==> config.mk <==
export PLATFORM = sky130hd
export DESIGN_NAME = rhs_top
export DESIGN_NICKNAME = d
export VERILOG_FILES = /design/src/hw/rhs_pkg.sv /design/src/hw/rhs_port_power.sv /design/src/hw/rhs_wakeup.sv /design/src/hw/rhs_top.sv
export SDC_FILE = /design/constraint.sdc
export NUM_CORES = 1
export LEC_CHECK = 0
export BUFFER_PORTS_ARGS = -buffer_cell sky130_fd_sc_hd__buf_4
export CORE_UTILIZATION = 35
export DETAILED_ROUTE_END_ITERATION = 8
export PLACE_DENSITY_LB_ADDON = 0.25
export SYNTH_ARGS = -nofsm -noshare
export SYNTH_HDL_FRONTEND = slang
export SYNTH_SLANG_ARGS = --single-unit
export TNS_END_PERCENT = 20
==> constraint.sdc <==
create_clock -name REF_CLK_IN -period 1.4 [get_ports REF_CLK_IN]
set_input_delay 0.14 -clock REF_CLK_IN [delete_from_list [all_inputs] [get_ports REF_CLK_IN]]
set_output_delay 0.14 -clock REF_CLK_IN [all_outputs]
set_load 0.005 [all_outputs]
==> src/hw/rhs_pkg.sv <==
// Package: offsets, fields, reset values and states of the root hub status block
package rhs_pkg;

  // Command codes; read and write codes select the same register
  localparam logic [7:0] READ_CODE        = 8'h14;
  localparam logic [7:0] WRITE_CODE       = 8'h94;

  // Avalon word addresses (byte address / 4)
  localparam logic [7:0] ADDR_STATUS      = 8'h14;
  localparam logic [7:0] ADDR_IRQ_STAT    = 8'h20;
  localparam logic [7:0] ADDR_IRQ_MASK    = 8'h21;
  localparam logic [7:0] ADDR_CTRL        = 8'h22;

  // Field positions in root_hub_status
  localparam int BIT_LOCAL_POWER_OFF     = 0;
  localparam int BIT_OVERCURRENT         = 1;
  localparam int BIT_WAKEUP_ENABLE       = 15;
  localparam int BIT_POWER_ON            = 16;
  localparam int BIT_OVERCURRENT_CHANGE  = 17;
  localparam int BIT_CLEAR_WAKEUP        = 31;

  // Control register fields
  localparam int BIT_CTRL_PER_PORT_POWER = 0;
  localparam int BIT_CTRL_PER_PORT_OC    = 1;

  // Interrupt status bit positions
  localparam int IRQ_OC_CHANGE           = 0;
  localparam int IRQ_RESUME              = 1;
  localparam int IRQ_WIDTH               = 2;

  // Reset values
  localparam logic [31:0] RESET_ZERO     = 32'h0000_0000;
  localparam logic [1:0]  CTRL_RESET     = 2'h0;

  // Controller USB state
  typedef enum logic [2:0] {
    ST_OPERATIONAL = 3'b001,
    ST_SUSPEND     = 3'b010,
    ST_RESUME      = 3'b100
  } rhs_state_type;

endpackage

==> src/hw/rhs_port_power.sv <==
// Per-port power state, driven by global or per-port power commands
`timescale 1ns/1ps
module rhs_port_power #(
  parameter int NUM_PORTS = 2
) (
  input  wire logic                 REF_CLK_IN,
  input  wire logic                 RESETN_IN,
  input  wire logic                 PER_PORT_MODE_IN,
  input  wire logic [NUM_PORTS:1]   PORT_MASK_IN,
  input  wire logic                 GLOBAL_ON_IN,
  input  wire logic                 GLOBAL_OFF_IN,
  input  wire logic [NUM_PORTS:1]   PORT_SET_IN,
  input  wire logic [NUM_PORTS:1]   PORT_CLR_IN,
  output logic      [NUM_PORTS:1]   POWER_OUT
);

  logic [NUM_PORTS:1] affected;
  logic [NUM_PORTS:1] power_q;

  // Masked ports ignore global commands in per-port mode
  assign affected = PER_PORT_MODE_IN ? ~PORT_MASK_IN : '1;

  // On wins over off if both are written in one word
  always_ff @(posedge REF_CLK_IN or negedge RESETN_IN) begin
    if (!RESETN_IN) begin
      power_q <= '0;
    end else begin
      power_q <= (power_q & ~PORT_CLR_IN & ~({NUM_PORTS{GLOBAL_OFF_IN}}
                 & affected))
                 | PORT_SET_IN
                 | ({NUM_PORTS{GLOBAL_ON_IN}} & affected);
    end
  end

  assign POWER_OUT = power_q;

endmodule

==> src/hw/rhs_wakeup.sv <==
// Suspend/resume tracker: connect change wakes the controller when enabled
`timescale 1ns/1ps
module rhs_wakeup (
  input  wire logic REF_CLK_IN,
  input  wire logic RESETN_IN,
  input  wire logic SUSPEND_REQ_IN,
  input  wire logic RESUME_DONE_IN,
  input  wire logic WAKEUP_ENABLE_IN,
  input  wire logic CONNECT_CHANGE_IN,
  output logic      RESUME_EVENT_OUT,
  output logic [2:0] STATE_OUT
);

  rhs_pkg::rhs_state_type state_q;
  logic                   wake;

  // Connect change counts only while suspended and enabled
  assign wake = WAKEUP_ENABLE_IN && CONNECT_CHANGE_IN
                && (state_q == rhs_pkg::ST_SUSPEND);

  // State update
  always_ff @(posedge REF_CLK_IN or negedge RESETN_IN) begin
    if (!RESETN_IN) begin
      state_q <= rhs_pkg::ST_OPERATIONAL;
    end else begin
      unique case (state_q)
        rhs_pkg::ST_OPERATIONAL: begin
          if (SUSPEND_REQ_IN) begin
            state_q <= rhs_pkg::ST_SUSPEND;
          end
        end
        rhs_pkg::ST_SUSPEND: begin
          if (wake) begin
            state_q <= rhs_pkg::ST_RESUME;
          end
        end
        rhs_pkg::ST_RESUME: begin
          if (RESUME_DONE_IN) begin
            state_q <= rhs_pkg::ST_OPERATIONAL;
          end
        end
        default: begin
          state_q <= rhs_pkg::ST_OPERATIONAL;
        end
      endcase
    end
  end

  // One-cycle pulse raised when resume is detected
  always_ff @(posedge REF_CLK_IN or negedge RESETN_IN) begin
    if (!RESETN_IN) begin
      RESUME_EVENT_OUT <= 1'b0;
    end else begin
      RESUME_EVENT_OUT <= wake;
    end
  end

  assign STATE_OUT = state_q;

endmodule

==> src/hw/rhs_top.sv <==
// Root hub status register with Avalon-MM slave and interrupt logic
//
// Behaviour
// - codes 14h read, 94h write, one register
// - status low half, change bits high half
// - bit31 clears wake enable, bit15 sets
// - overcurrent change set on indicator change
// - overcurrent change cleared by writing one
// - bits 16 and 0 always read zero
// - global mode: bit16 write powers all ports
// - per-port mode: bit16 powers unmasked ports
// - global mode: bit0 write powers off all
// - per-port mode: bit0 unpowers unmasked ports
// - enabled connect change resumes from suspend
// - bit1 reads overcurrent in global reporting
// - per-port overcurrent makes bit1 read zero
// - per-port mode: masked ports ignore global power commands
//
// Our own choice: the Avalon-MM interface to the registers.
`timescale 1ns/1ps
module rhs_top #(
  parameter int NUM_PORTS = 2
) (
  input  wire logic                 REF_CLK_IN,
  input  wire logic                 RESETN_IN,
  input  wire logic [7:0]           AVS_ADDRESS_IN,
  input  wire logic                 AVS_READ_IN,
  input  wire logic                 AVS_WRITE_IN,
  input  wire logic [31:0]          AVS_WRITEDATA_IN,
  input  wire logic [3:0]           AVS_BYTEENABLE_IN,
  output logic      [31:0]          AVS_READDATA_OUT,
  output logic                      AVS_WAITREQUEST_OUT,
  output logic      [1:0]           AVS_RESPONSE_OUT,
  input  wire logic                 OVERCURRENT_IN,
  input  wire logic [NUM_PORTS:1]   PORT_POWER_MASK_IN,
  input  wire logic [NUM_PORTS:1]   PORT_POWER_SET_IN,
  input  wire logic [NUM_PORTS:1]   PORT_POWER_CLR_IN,
  input  wire logic                 CONNECT_CHANGE_IN,
  input  wire logic                 SUSPEND_REQ_IN,
  input  wire logic                 RESUME_DONE_IN,
  output logic      [NUM_PORTS:1]   PORT_POWER_OUT,
  output logic                      RESUME_DETECTED_OUT,
  output logic      [2:0]           USB_STATE_OUT,
  output logic                      IRQ_OUT
);

  logic                 remote_wakeup_enable_q;
  logic                 overcurrent_change_flag_q;
  logic                 oc_seen_q;
  logic                 global_overcurrent_indicator;
  logic [1:0]           ctrl_q;
  logic [rhs_pkg::IRQ_WIDTH-1:0] irq_stat_q;
  logic [rhs_pkg::IRQ_WIDTH-1:0] irq_mask_q;
  logic                 ack_q;
  logic [31:0]          rdata_d;
  logic [1:0]           resp_d;
  logic                 wr_fire;
  logic                 hit_status;
  logic                 hit_irq_stat;
  logic                 hit_irq_mask;
  logic                 hit_ctrl;
  logic                 mapped;
  logic [31:0]          wmask;
  logic [31:0]          wdata;
  logic                 cmd_power_on;
  logic                 cmd_power_off;
  logic                 cmd_wake_set;
  logic                 cmd_wake_clr;
  logic                 cmd_occ_clr;
  logic                 oc_changed;
  logic                 resume_pulse;

  // Expand byte enables into a bit mask
  function automatic logic [31:0] lane_mask(input logic [3:0] be);
    lane_mask = {{8{be[3]}}, {8{be[2]}}, {8{be[1]}}, {8{be[0]}}};
  endfunction

  // Address decode; status read and write codes share one word
  assign hit_status   = (AVS_ADDRESS_IN == rhs_pkg::READ_CODE)
                        || (AVS_ADDRESS_IN == rhs_pkg::WRITE_CODE);
  assign hit_irq_stat = AVS_ADDRESS_IN == rhs_pkg::ADDR_IRQ_STAT;
  assign hit_irq_mask = AVS_ADDRESS_IN == rhs_pkg::ADDR_IRQ_MASK;
  assign hit_ctrl     = AVS_ADDRESS_IN == rhs_pkg::ADDR_CTRL;
  assign mapped       = hit_status | hit_irq_stat | hit_irq_mask | hit_ctrl;

  // One wait cycle per access: waitrequest drops the cycle after request
  assign AVS_WAITREQUEST_OUT = (AVS_READ_IN | AVS_WRITE_IN) & ~ack_q;
  assign wr_fire = AVS_WRITE_IN & ack_q;
  assign wmask   = lane_mask(AVS_BYTEENABLE_IN);
  assign wdata   = AVS_WRITEDATA_IN & wmask;

  // Ack toggles so back-to-back requests each see one wait cycle
  always_ff @(posedge REF_CLK_IN or negedge RESETN_IN) begin
    if (!RESETN_IN) begin
      ack_q <= 1'b0;
    end else begin
      ack_q <= (AVS_READ_IN | AVS_WRITE_IN) & ~ack_q;
    end
  end

  // Write commands are pulses; reserved bits written by software are dropped
  assign cmd_power_on  = wr_fire & hit_status
                         & wdata[rhs_pkg::BIT_POWER_ON];
  assign cmd_power_off = wr_fire & hit_status
                         & wdata[rhs_pkg::BIT_LOCAL_POWER_OFF];
  assign cmd_wake_set  = wr_fire & hit_status
                         & wdata[rhs_pkg::BIT_WAKEUP_ENABLE];
  assign cmd_wake_clr  = wr_fire & hit_status
                         & wdata[rhs_pkg::BIT_CLEAR_WAKEUP];
  assign cmd_occ_clr   = wr_fire & hit_status
                         & wdata[rhs_pkg::BIT_OVERCURRENT_CHANGE];

  // Remote wake-up enable; clear wins if both command bits are one
  always_ff @(posedge REF_CLK_IN or negedge RESETN_IN) begin
    if (!RESETN_IN) begin
      remote_wakeup_enable_q <= 1'b0;
    end else if (cmd_wake_clr) begin
      remote_wakeup_enable_q <= 1'b0;
    end else if (cmd_wake_set) begin
      remote_wakeup_enable_q <= 1'b1;
    end
  end

  // Global indicator is forced low when overcurrent is reported per port
  assign global_overcurrent_indicator =
    OVERCURRENT_IN & ~ctrl_q[rhs_pkg::BIT_CTRL_PER_PORT_OC];

  // Registered copy of the indicator for change detection
  always_ff @(posedge REF_CLK_IN or negedge RESETN_IN) begin
    if (!RESETN_IN) begin
      oc_seen_q <= 1'b0;
    end else begin
      oc_seen_q <= global_overcurrent_indicator;
    end
  end

  assign oc_changed = oc_seen_q ^ global_overcurrent_indicator;

  // Change flag: hardware set wins over a simultaneous software clear
  always_ff @(posedge REF_CLK_IN or negedge RESETN_IN) begin
    if (!RESETN_IN) begin
      overcurrent_change_flag_q <= 1'b0;
    end else if (oc_changed) begin
      overcurrent_change_flag_q <= 1'b1;
    end else if (cmd_occ_clr) begin
      overcurrent_change_flag_q <= 1'b0;
    end
  end

  // Control register: power switching mode and overcurrent reporting mode
  always_ff @(posedge REF_CLK_IN or negedge RESETN_IN) begin
    if (!RESETN_IN) begin
      ctrl_q <= rhs_pkg::CTRL_RESET;
    end else if (wr_fire && hit_ctrl && AVS_BYTEENABLE_IN[0]) begin
      ctrl_q <= AVS_WRITEDATA_IN[1:0];
    end
  end

  // Interrupt mask
  always_ff @(posedge REF_CLK_IN or negedge RESETN_IN) begin
    if (!RESETN_IN) begin
      irq_mask_q <= '0;
    end else if (wr_fire && hit_irq_mask) begin
      irq_mask_q <= wdata[rhs_pkg::IRQ_WIDTH-1:0];
    end
  end

  // Sticky interrupt status, write one to clear; new events win
  always_ff @(posedge REF_CLK_IN or negedge RESETN_IN) begin
    if (!RESETN_IN) begin
      irq_stat_q <= '0;
    end else begin
      irq_stat_q <= (irq_stat_q
                     & ~({rhs_pkg::IRQ_WIDTH{wr_fire & hit_irq_stat}}
                         & wdata[rhs_pkg::IRQ_WIDTH-1:0]))
                    | {resume_pulse, oc_changed};
    end
  end

  assign IRQ_OUT = |(irq_stat_q & irq_mask_q);

  // Port power state
  rhs_port_power #(
    .NUM_PORTS (NUM_PORTS)
  ) u_power (
    .REF_CLK_IN       (REF_CLK_IN),
    .RESETN_IN        (RESETN_IN),
    .PER_PORT_MODE_IN (ctrl_q[rhs_pkg::BIT_CTRL_PER_PORT_POWER]),
    .PORT_MASK_IN     (PORT_POWER_MASK_IN),
    .GLOBAL_ON_IN     (cmd_power_on),
    .GLOBAL_OFF_IN    (cmd_power_off),
    .PORT_SET_IN      (PORT_POWER_SET_IN),
    .PORT_CLR_IN      (PORT_POWER_CLR_IN),
    .POWER_OUT        (PORT_POWER_OUT)
  );

  // Suspend and resume tracking
  rhs_wakeup u_wake (
    .REF_CLK_IN        (REF_CLK_IN),
    .RESETN_IN         (RESETN_IN),
    .SUSPEND_REQ_IN    (SUSPEND_REQ_IN),
    .RESUME_DONE_IN    (RESUME_DONE_IN),
    .WAKEUP_ENABLE_IN  (remote_wakeup_enable_q),
    .CONNECT_CHANGE_IN (CONNECT_CHANGE_IN),
    .RESUME_EVENT_OUT  (resume_pulse),
    .STATE_OUT         (USB_STATE_OUT)
  );

  assign RESUME_DETECTED_OUT = resume_pulse;

  // Read mux; bits 31, 16 and 0 read zero, status low, changes high
  always_comb begin
    rdata_d = rhs_pkg::RESET_ZERO;
    resp_d  = 2'h0;
    if (hit_status) begin
      rdata_d[rhs_pkg::BIT_OVERCURRENT] =
        global_overcurrent_indicator;
      rdata_d[rhs_pkg::BIT_WAKEUP_ENABLE] = remote_wakeup_enable_q;
      rdata_d[rhs_pkg::BIT_OVERCURRENT_CHANGE] =
        overcurrent_change_flag_q;
      rdata_d[rhs_pkg::BIT_POWER_ON] = 1'b0;
      rdata_d[rhs_pkg::BIT_LOCAL_POWER_OFF] = 1'b0;
    end else if (hit_irq_stat) begin
      rdata_d[rhs_pkg::IRQ_WIDTH-1:0] = irq_stat_q;
    end else if (hit_irq_mask) begin
      rdata_d[rhs_pkg::IRQ_WIDTH-1:0] = irq_mask_q;
    end else if (hit_ctrl) begin
      rdata_d[1:0] = ctrl_q;
    end else if (!mapped) begin
      resp_d = 2'h2; // Unmapped: slave error, data zero
    end
  end

  // Read data held in flops, valid at the edge where waitrequest is low
  always_ff @(posedge REF_CLK_IN or negedge RESETN_IN) begin
    if (!RESETN_IN) begin
      AVS_READDATA_OUT <= rhs_pkg::RESET_ZERO;
      AVS_RESPONSE_OUT <= 2'h0;
    end else if (AVS_READ_IN || AVS_WRITE_IN) begin
      AVS_READDATA_OUT <= rdata_d;
      AVS_RESPONSE_OUT <= resp_d;
    end
  end

endmodule

==> flow_summary.yaml, run 1 <==
run_status:
  run_status: "finished, final reports clean"
logic_synthesis:
  synthesis.area_um2: 1240
  synth_area_per_cell_um2: 9.41
  dominantRegCellSynth: "dfrtp_1"
  synthDistinctLibCells: 35
  synth_async_sr_flop_share_pct: 100
  synth-seq-area-share_pct: 42.4
  ys_top_cells_by_count: "buf_4, dfrtp_1, nand2_1, o21ai_0, inv_1"
  synth_edf_count: 0
  yosys_warnings: 0
  yosys_register_bits: 21
  ys_top_cells_by_area: "dfrtp_1, buf_4, nand2_1"
  synth_top_area_share_pct: 40.3
  netlist.top_cell.by_area: "dfrtp_1"
  cells_after_synthesis: 132
  synth.most_common_cell: "buf_4"
setup_path:
  timing_worst_setup_path_type: "register to register"
  critical_path.startpoint: "ack_q"
  timing.critical_path.fanout_max: 3
  crit-reg2reg-launch: "ack_q"
  required_ns: 1.60
  data_arrival_time_of_the_worst_path_ns: 1.51
  timing.critical_path.to_type: "register"
  worst_setup_path_start_kind: "register"
die:
  die_width_um: 61.6
  top_level_ports: 100
  fp.coreArea_um2: 3360
  area_enclosed_by_the_die_boundary_um2: 3790
  start_util_pct: 36.9
  core.rowCount: 21
  chip_height_um: 61.6
cts:
  cts_max_level: 1
  clockBufferDepth: 2
  cts_tree: "done"
  worstSkewPairLatency_ns: 0.30
  cts-root-buf: "clkbuf_4"
  clock_sink_count: 21
  clkTransAtPathRegs_ns: 0.11
  cts_made_buffers: 3
timing:
  skew_ns: 0.00270
  setup_violation_total_in_the_final_timing_report: 0
  tns_ns: 0
  fmaxAchievable_mhz: 761
  final_critical_path_time_including_i_o_delays_and_setup_ns: 1.31
  slew_viol_final: 0
  final_critical_path_setup_slack_ns: 0.0854
  final_layout_worst_hold_slack_ns: 0.0258
  rsz0062_at_grt: "no"
  period_share_pct: 93.9
  final-hold-violation-count: 0
drt:
  ant_nets: 0
  drt_pre_antenna_iters: 4
  drt_first_iter_violations: 27
  num_vias: 1069
  drc_errors: 0
  viasPerCell: 4.55
  detail_route.wl_per_cell_um: 11.6
  drt-total-wl_um: 2720
pwr:
  pwr-share-clk_pct: 21.9
  combinationalPowerShare_pct: 24.5
  cellInternalPower_uw: 953
  p_leak_uw: 0.000810
  seq_power_share_pct: 53.6
  netSwitchingPower_uw: 377
  power.share.switching_pct: 28.4
  power_per_cell_area_nw_per_um2: 808
  peakVddDrop_v: 0.000646
grt:
  grt_overflow: 0
  track_usage_pct: 15.3
  antenna_found_initial: 0
  grt_pass1_wl_um: 4210
  grt_start_max_net_pins: 22
  grt_pass1_vias: 996
finish:
  layout.cell_area.non_filler_um2: 1650
  n_antenna_cell: 0
  area.growth.synth_to_final_pct: 32.5
  drive_gt1_share_pct: 35.4
  fin_nets: 248
place:
  dp.final_hpwl_um: 2200
  port_buffers: 44
  globalplace.congestion: 0.802
  place_ws_ns: -0.0911
  post_dp_cell_area_um2: 1580
hold_path:
  min-delay-start: "PORT_POWER_SET_IN[2]"
  hold_path.class: "input pin to register"
run:
  cap_viol_max_count: 0
-- per-layer routing --
layer	global-route usage [%]	routed length (µm)	share of wire, %
met1	19.0	1220	45
met2	27.0	1350	50
met3	5.04	152	5.6
met4	0.952	0	0
met5	0	0	0
-- timing repair --
item	4_1_cts	5_1_grt
hold buffers	1	0
hold endpoints to repair	21	0
pin swaps	0	3
setup buffers	1	0
resized for setup	1	6
endpoints found under the setup margin	2	2
-- kinds of logic (layout without fill, tap and decap cells) --
family | Yosys count | count (layout) | synth area share, %
other | 1 | 29 | 0.302
AO/OA/AOI/OAI | 31 | 31 | 17.0
buffers and inverters | 35 | 64 | 19.4
flip-flops | 21 | 21 | 42.4
multiplexers | 4 | 4 | 3.52
AND/OR/NAND/NOR | 39 | 39 | 16.6
XOR/XNOR | 1 | 1 | 0.705
-- power by group through the flow --
| stage | logic [µW] | clock network [µW] | registers [µW] |
|---|---|---|---|
| 2_1_floorplan | 180 | 0 | 717 |
| 3_3_place_gp | 308 | 0 | 722 |
| 3_5_place_dp | 315 | 0 | 723 |
| 4_1_cts | 324 | 309 | 713 |
| 5_1_grt | 368 | 325 | 721 |
| 6_report | 326 | 291 | 713 |
-- sequential cells by signal, indices dropped and copies added, names as in the netlist --
name,count
u_power.POWER_OUT,2
ack_q,1
irq_stat_q,2
ctrl_q,2
overcurrent_change_flag_q,1
AVS_RESPONSE_OUT,1
oc_seen_q,1
AVS_READDATA_OUT,4
remote_wakeup_enable_q,1
u_wake.RESUME_EVENT_OUT,1
irq_mask_q,2
u_wake.STATE_OUT,3
-- path summary, 6_finish.rpt --
check,slack [ns],end,depth (start not counted)
min in group asynchronous,0.24,u_power.POWER_OUT[2],2
worst max register to register,0.09,u_power.POWER_OUT[2],4
worst max-delay path,0.09,u_power.POWER_OUT[2],4
max in group asynchronous,0.88,u_wake.STATE_OUT[0],2
worst min register to register,0.49,AVS_RESPONSE_OUT[1],2
worst min-delay path,0.03,u_power.POWER_OUT[2],2
-- placed cells by master (no fill, tap or decap), types with 3 or more instances in the layout --
cell type and instances:
nand3_1 3, nand2_1 17, a211o_1 3, mux2_2 3, clkbuf_4 3, dfrtp_1 20
o21ai_0 13, inv_1 5, o31ai_1 3, buf_4 54, nor2_1 4, conb_1 29
-- final cells by class --
type | instances | area [µm²]
Multi-Input combinational cell | 104 | 602
Sequential cell | 21 | 527
Inverter | 5 | 18.8
Fill cell | 334 | 1720
Tap cell | 46 | 57.6
Clock buffer | 4 | 26.3
Timing Repair Buffer | 55 | 415
-- critical path, stage by stage (launching register included) --
cell and delay (ns):
dfrtp_1 0.38, and3_4 0.22, nand2_4 0.06, a211o_1 0.22, a311o_1 0.34
-- per-stage QoR --
stage | util [%] | total power, µW | std cells
floorplan | - | 897 | 160
global placement | 47.0 | 1030 | 229
detailed placement | 47.0 | 1040 | 229
CTS | 48.4 | 1350 | 235
global route | 49.0 | 1410 | 235
finish | 49.0 | 1330 | 235
No activity file was read; power rests on OpenSTA's default activity.
==> run 2, diff against run 1 <==
--- a/config.mk
+++ b/config.mk
@@ -6,7 +6,7 @@
 export NUM_CORES = 1
 export LEC_CHECK = 0
 export BUFFER_PORTS_ARGS = -buffer_cell sky130_fd_sc_hd__buf_4
-export CORE_UTILIZATION = 35
+export CORE_UTILIZATION = 42
 export DETAILED_ROUTE_END_ITERATION = 8
 export PLACE_DENSITY_LB_ADDON = 0.25
 export SYNTH_ARGS = -nofsm -noshare
==> constraint.sdc (replaced) <==
create_clock -name REF_CLK_IN -period 1.7 [get_ports REF_CLK_IN]
set_input_delay 0.17 -clock REF_CLK_IN [delete_from_list [all_inputs] [get_ports REF_CLK_IN]]
set_output_delay 0.17 -clock REF_CLK_IN [all_outputs]
set_load 0.005 [all_outputs]
==> run 2 against run 1 <==
Against the previous run:
- register-to-register slack better by 0.17 ns
- power fell by 19%
- cell count is 9.4% lower
- largest power group unchanged
==> flow_summary.yaml, run 2 (synthesis gave the netlist of run 1 again) <==
cts:
  cts_made_buffers: 3
  cts-resized-gates: 0
  cts_max_level: 1
  clock_sink_count: 21
  clkTransAtPathRegs_ns: 0.11
  post-cts-setup-buffer-count: 0
  cts_tree: "done"
  number_of_buffers_inserted_for_hold_repair_after_clock_tree_synthesis: 1
  worstSkewPairLatency_ns: 0.30
  clockBufferDepth: 2
  cts-root-buf: "clkbuf_4"
timing:
  final-hold-violation-count: 0
  fmaxAchievable_mhz: 695
  setup_violation_total_in_the_final_timing_report: 0
  slew_viol_final: 0
  rsz0062_at_grt: "no"
  final_critical_path_setup_slack_ns: 0.260
  tns_ns: 0
  period_share_pct: 84.7
  skew_ns: 0.00204
  final_critical_path_time_including_i_o_delays_and_setup_ns: 1.44
run:
  cap_viol_max_count: 0
hold_path:
  hold_depth: 2
  min-delay-start: "PORT_POWER_SET_IN[1]"
  hold_path.class: "input pin to register"
  timing.hold.worst_endpoint: "u_power.POWER_OUT[1]"
setup_path:
  cpLargestDelayFamily: "compound AO/OA/AOI/OAI gates"
  cp_slowest_stage_delay_ns: 0.38
  worstReg2RegEnd: "u_power.POWER_OUT[1]"
  data_arrival_time_of_the_worst_path_ns: 1.63
  crit-reg2reg-launch: "ack_q"
  worstPathBufferInverterCount: 0
  timing.critical_path.to_type: "register"
  timing_worst_setup_path_type: "register to register"
  crit_slowest_cell: "dfrtp_1"
  rr_worst_depth: 4
  worst-r2r-setup-slack_ns: 0.26
  worst_setup_path_start_kind: "register"
  critical_path.cell_chain: "and3_1 -> nand2_1 -> a211o_1 -> a311o_1"
  timing.critical_path.fanout_max: 3
  required_ns: 1.89
drt:
  detail_route.wl_per_cell_um: 11.8
  ant_nets: 0
  viasPerCell: 4.92
  drt-total-wl_um: 2520
  num_vias: 1048
  drt_first_iter_violations: 29
  drt_pre_antenna_iters: 4
  drc_errors: 0
place:
  port_buffers: 44
  dp.final_hpwl_um: 2060
  globalplace.congestion: 0.912
  place_ws_ns: 0.189
die:
  chip_height_um: 56.4
  start_util_pct: 44.7
  core.rowCount: 19
  area_enclosed_by_the_die_boundary_um2: 3180
  fp.coreArea_um2: 2780
  die_width_um: 56.4
  top_level_ports: 100
finish:
  n_antenna_cell: 0
  layout.cells.most_common_list: "buf_4, conb_1, dfrtp_1"
  drive_gt1_share_pct: 30.8
  most_common_cell_after_layout_fill_and_taps_aside: "buf_4"
  fin_nets: 241
  largest_register_ff_count: 4
  area.growth.synth_to_final_pct: 25.0
  register_bank_with_the_most_flops: "AVS_READDATA_OUT"
pwr:
  totalPowerFinal_uw: 1070
  peakVddDrop_v: 0.000483
  power_per_cell_area_nw_per_um2: 690
  p_leak_uw: 0.000768
grt:
  antenna_found_initial: 0
  grt_start_max_net_pins: 22
  grt_pass1_vias: 951
  track_usage_pct: 17.3
  grt_overflow: 0
  grt_pass1_wl_um: 4260
run_status:
  run_status: "finished, final reports clean"
[run 2: cell count changes in the layout (fill, tap and decap cells not counted)]
cell,change
and3_1,+1
and3_4,-1
a2111oi_0,+2
nand2_4,-1
nand2_1,+2
a2111oi_2,-1
buf_4,-7
nand2_2,-1
a2111oi_1,-1
[run 2: worst max path at each step]
stage / startpoint / endpoint / slack (ns) / cells past startpoint
3_5_place_dp: AVS_ADDRESS_IN[5] / u_power.POWER_OUT[1] / 0.19 / 5
4_1_cts: ack_q / u_power.POWER_OUT[1] / 0.27 / 4
5_1_grt: ack_q / u_power.POWER_OUT[1] / 0.16 / 4
2_1_floorplan: AVS_ADDRESS_IN[4] / ctrl_q[0] / 0.37 / 3
6_report: ack_q / u_power.POWER_OUT[1] / 0.26 / 4
3_3_place_gp: AVS_ADDRESS_IN[5] / u_power.POWER_OUT[2] / 0.20 / 5
[run 2: layer usage]
metal  track usage, %  share of wire, %
met4             2.44              0.32
met2             28.9                49
met3             5.76               8.2
met1             22.4                43
met5                0                 0
[run 2: power breakdown]
group	internal (µW)	total [µW]	switching, µW
registers	547	588	41.0
clock network	91.5	234	143
logic	133	249	116
total	772	1070	300
[run 2: layout make-up]
cell class                 instances  area, µm²
fill                             273       1230
multi-input combinational        104        579
sequential                        21        527
timing repair buffer              48        363
tap                               31       38.8
clock buffer                       4       26.3
inverter                           5       18.8
[run 2: through the flow]
| stage | cell area, µm² | util, % | std cells | hold WS, ns |
|---|---|---|---|---|
| 2_1_floorplan | 1350 | - | 160 | -0.126 |
| 3_3_place_gp | 1520 | 54.5 | 208 | 0.0664 |
| 3_5_place_dp | 1520 | 54.5 | 208 | 0.0677 |
| 4_1_cts | 1550 | 55.8 | 213 | 0.0510 |
| 5_1_grt | 1550 | 55.8 | 213 | 0.0536 |
| 6_report | 1550 | 55.8 | 213 | 0.0617 |
==> run 3, diff against run 2 <==
--- a/config.mk
+++ b/config.mk
@@ -6,7 +6,7 @@
 export NUM_CORES = 1
 export LEC_CHECK = 0
 export BUFFER_PORTS_ARGS = -buffer_cell sky130_fd_sc_hd__buf_4
-export CORE_UTILIZATION = 42
+export CORE_UTILIZATION = 39
 export DETAILED_ROUTE_END_ITERATION = 8
 export PLACE_DENSITY_LB_ADDON = 0.25
 export SYNTH_ARGS = -nofsm -noshare
==> constraint.sdc (replaced) <==
create_clock -name REF_CLK_IN -period 1.33 [get_ports REF_CLK_IN]
set_input_delay 0.133 -clock REF_CLK_IN [delete_from_list [all_inputs] [get_ports REF_CLK_IN]]
set_output_delay 0.133 -clock REF_CLK_IN [all_outputs]
set_load 0.005 [all_outputs]
==> run 3 against run 2 <==
Against the previous run:
- cell count rose by 11%
- combinational power rose by 42%
- setup slack got worse by 0.25 ns
- register-to-register slack got worse by 0.25 ns
- power rose by 32%
- global-route usage fell by 0.64 points
- routed wire length rose by 8.4%
- critical endpoint unchanged
- die area rose by 7.4%
- non-clock buffer count rose by 11
- largest cell class unchanged
==> flow_summary.yaml, run 3 (synthesis gave the netlist of run 1 again) <==
run_status:
  run_status: "finished, final reports clean"
setup_path:
  data_arrival_time_of_the_worst_path_ns: 1.52
  timing.critical_path.fanout_max: 3
  critical_path.cell_chain: "and3_4 -> nand2_4 -> a211o_1 -> a311o_1"
  worstPathBufferInverterCount: 0
  cp_slowest_stage_delay_ns: 0.38
  crit_slowest_cell: "dfrtp_1"
  worst_setup_path_start_kind: "register"
  cpLargestDelayFamily: "compound AO/OA/AOI/OAI gates"
  timing_worst_setup_path_type: "register to register"
  timing.critical_path.to_type: "register"
  required_ns: 1.53
timing:
  rsz0062_at_grt: "yes"
  fmaxAchievable_mhz: 755
  tns_ns: 0
  final_critical_path_time_including_i_o_delays_and_setup_ns: 1.32
  slew_viol_final: 0
  period_share_pct: 99.6
  setup_violation_total_in_the_final_timing_report: 0
  skew_ns: 0.00240
  final-hold-violation-count: 0
finish:
  largest_register_ff_count: 4
  layout.cells.most_common_list: "buf_4, conb_1, dfrtp_1"
  register_bank_with_the_most_flops: "AVS_READDATA_OUT"
  layout.cell_area.non_filler_um2: 1680
  fin_nets: 252
  area.growth.synth_to_final_pct: 35.0
  n_antenna_cell: 0
  fillerInstances: 287
  drive_gt1_share_pct: 36.3
  most_common_cell_after_layout_fill_and_taps_aside: "buf_4"
  post-route-util_pct: 55.4
run:
  cap_viol_max_count: 0
drt:
  drt_pre_antenna_iters: 4
  num_vias: 1089
  ant_nets: 0
  drt_first_iter_violations: 24
  detail_route.wl_per_cell_um: 11.5
  drt-total-wl_um: 2740
  drc_errors: 0
  viasPerCell: 4.59
pwr:
  peakVddDrop_v: 0.000685
  p_leak_uw: 0.000833
  power_per_cell_area_nw_per_um2: 842
die:
  die_width_um: 58.4
  area_enclosed_by_the_die_boundary_um2: 3420
  chip_height_um: 58.4
  core.rowCount: 20
  top_level_ports: 100
  start_util_pct: 41.0
  fp.coreArea_um2: 3030
grt:
  grt_start_max_net_pins: 22
  antenna_found_initial: 0
  grt_pass1_wl_um: 4310
  grt_overflow: 0
  track_usage_pct: 16.7
  grt_pass1_vias: 1042
cts:
  cts_made_buffers: 3
  clockBufferDepth: 2
  clock_sink_count: 21
  cts-root-buf: "clkbuf_4"
  cts_max_level: 1
  post-cts-setup-buffer-count: 0
  clkTransAtPathRegs_ns: 0.11
  cts_tree: "done"
  worstSkewPairLatency_ns: 0.30
place:
  post_dp_cell_area_um2: 1620
  globalplace.congestion: 0.846
  dp.final_hpwl_um: 2300
  port_buffers: 44
hold_path:
  hold_path.class: "input pin to register"
## run 3: through the flow
| stage | total power (µW) | hold slack (ns) | cells | worst slack, ns |
|---|---|---|---|---|
| floorplan | 945 | -0.163 | 160 | 0.0322 |
| detailed placement | 1110 | 0.0290 | 232 | -0.162 |
| CTS | 1420 | 0.0221 | 237 | -0.00320 |
| global route | 1490 | 0.0171 | 237 | -0.0266 |
| finish | 1410 | 0.0277 | 237 | 0.00593 |
| global placement | 1100 | 0.0291 | 232 | -0.133 |
## run 3: routing by layer
metal,up-vias,wire length (µm),track usage [%]
li1,534,-,-
met1,496,1140,19.8
met2,53,1390,30.4
met3,6,170,4.84
met4,0,33,2.72
met5,-,0,0
## run 3: what timing repair did
item                                   4_1_cts  5_1_grt
endpoints found under the hold margin       21        0
setup endpoints to repair                    4        4
pin swaps                                    4        2
gates resized for setup                      4        3
hold buffers                                 1        0
## run 3: final cells by class
cell class                 count  area (µm²)  area share, %
tap                           44        55.1           3.28
multi-input combinational    104         602           35.9
timing repair buffer          59         449           26.8
sequential                    21         527           31.4
clock buffer                   4        26.3           1.57
inverter                       5        18.8           1.12
## run 3: final timing paths
kind / startpoint / endpoint / slack [ns] / cells after the start
worst max register to register: ack_q / u_power.POWER_OUT[1] / 0.006 / 4
min in group asynchronous: RESETN_IN / u_power.POWER_OUT[2] / 0.23 / 2
max in group asynchronous: RESETN_IN / u_wake.STATE_OUT[0] / 0.84 / 2
worst min register to register: u_wake.RESUME_EVENT_OUT / irq_stat_q[1] / 0.49 / 1
worst max-delay path: ack_q / u_power.POWER_OUT[1] / 0.006 / 4
worst min-delay path: PORT_POWER_SET_IN[1] / u_power.POWER_OUT[1] / 0.03 / 2
## run 3: power breakdown
part           total (µW)  internal [µW]  switching [µW]  leakage [µW]
logic                 354            194             160      0.000560
registers             753            699            53.5      0.000258
clock network         305            117             188     0.0000150
total                1410           1010             402      0.000833
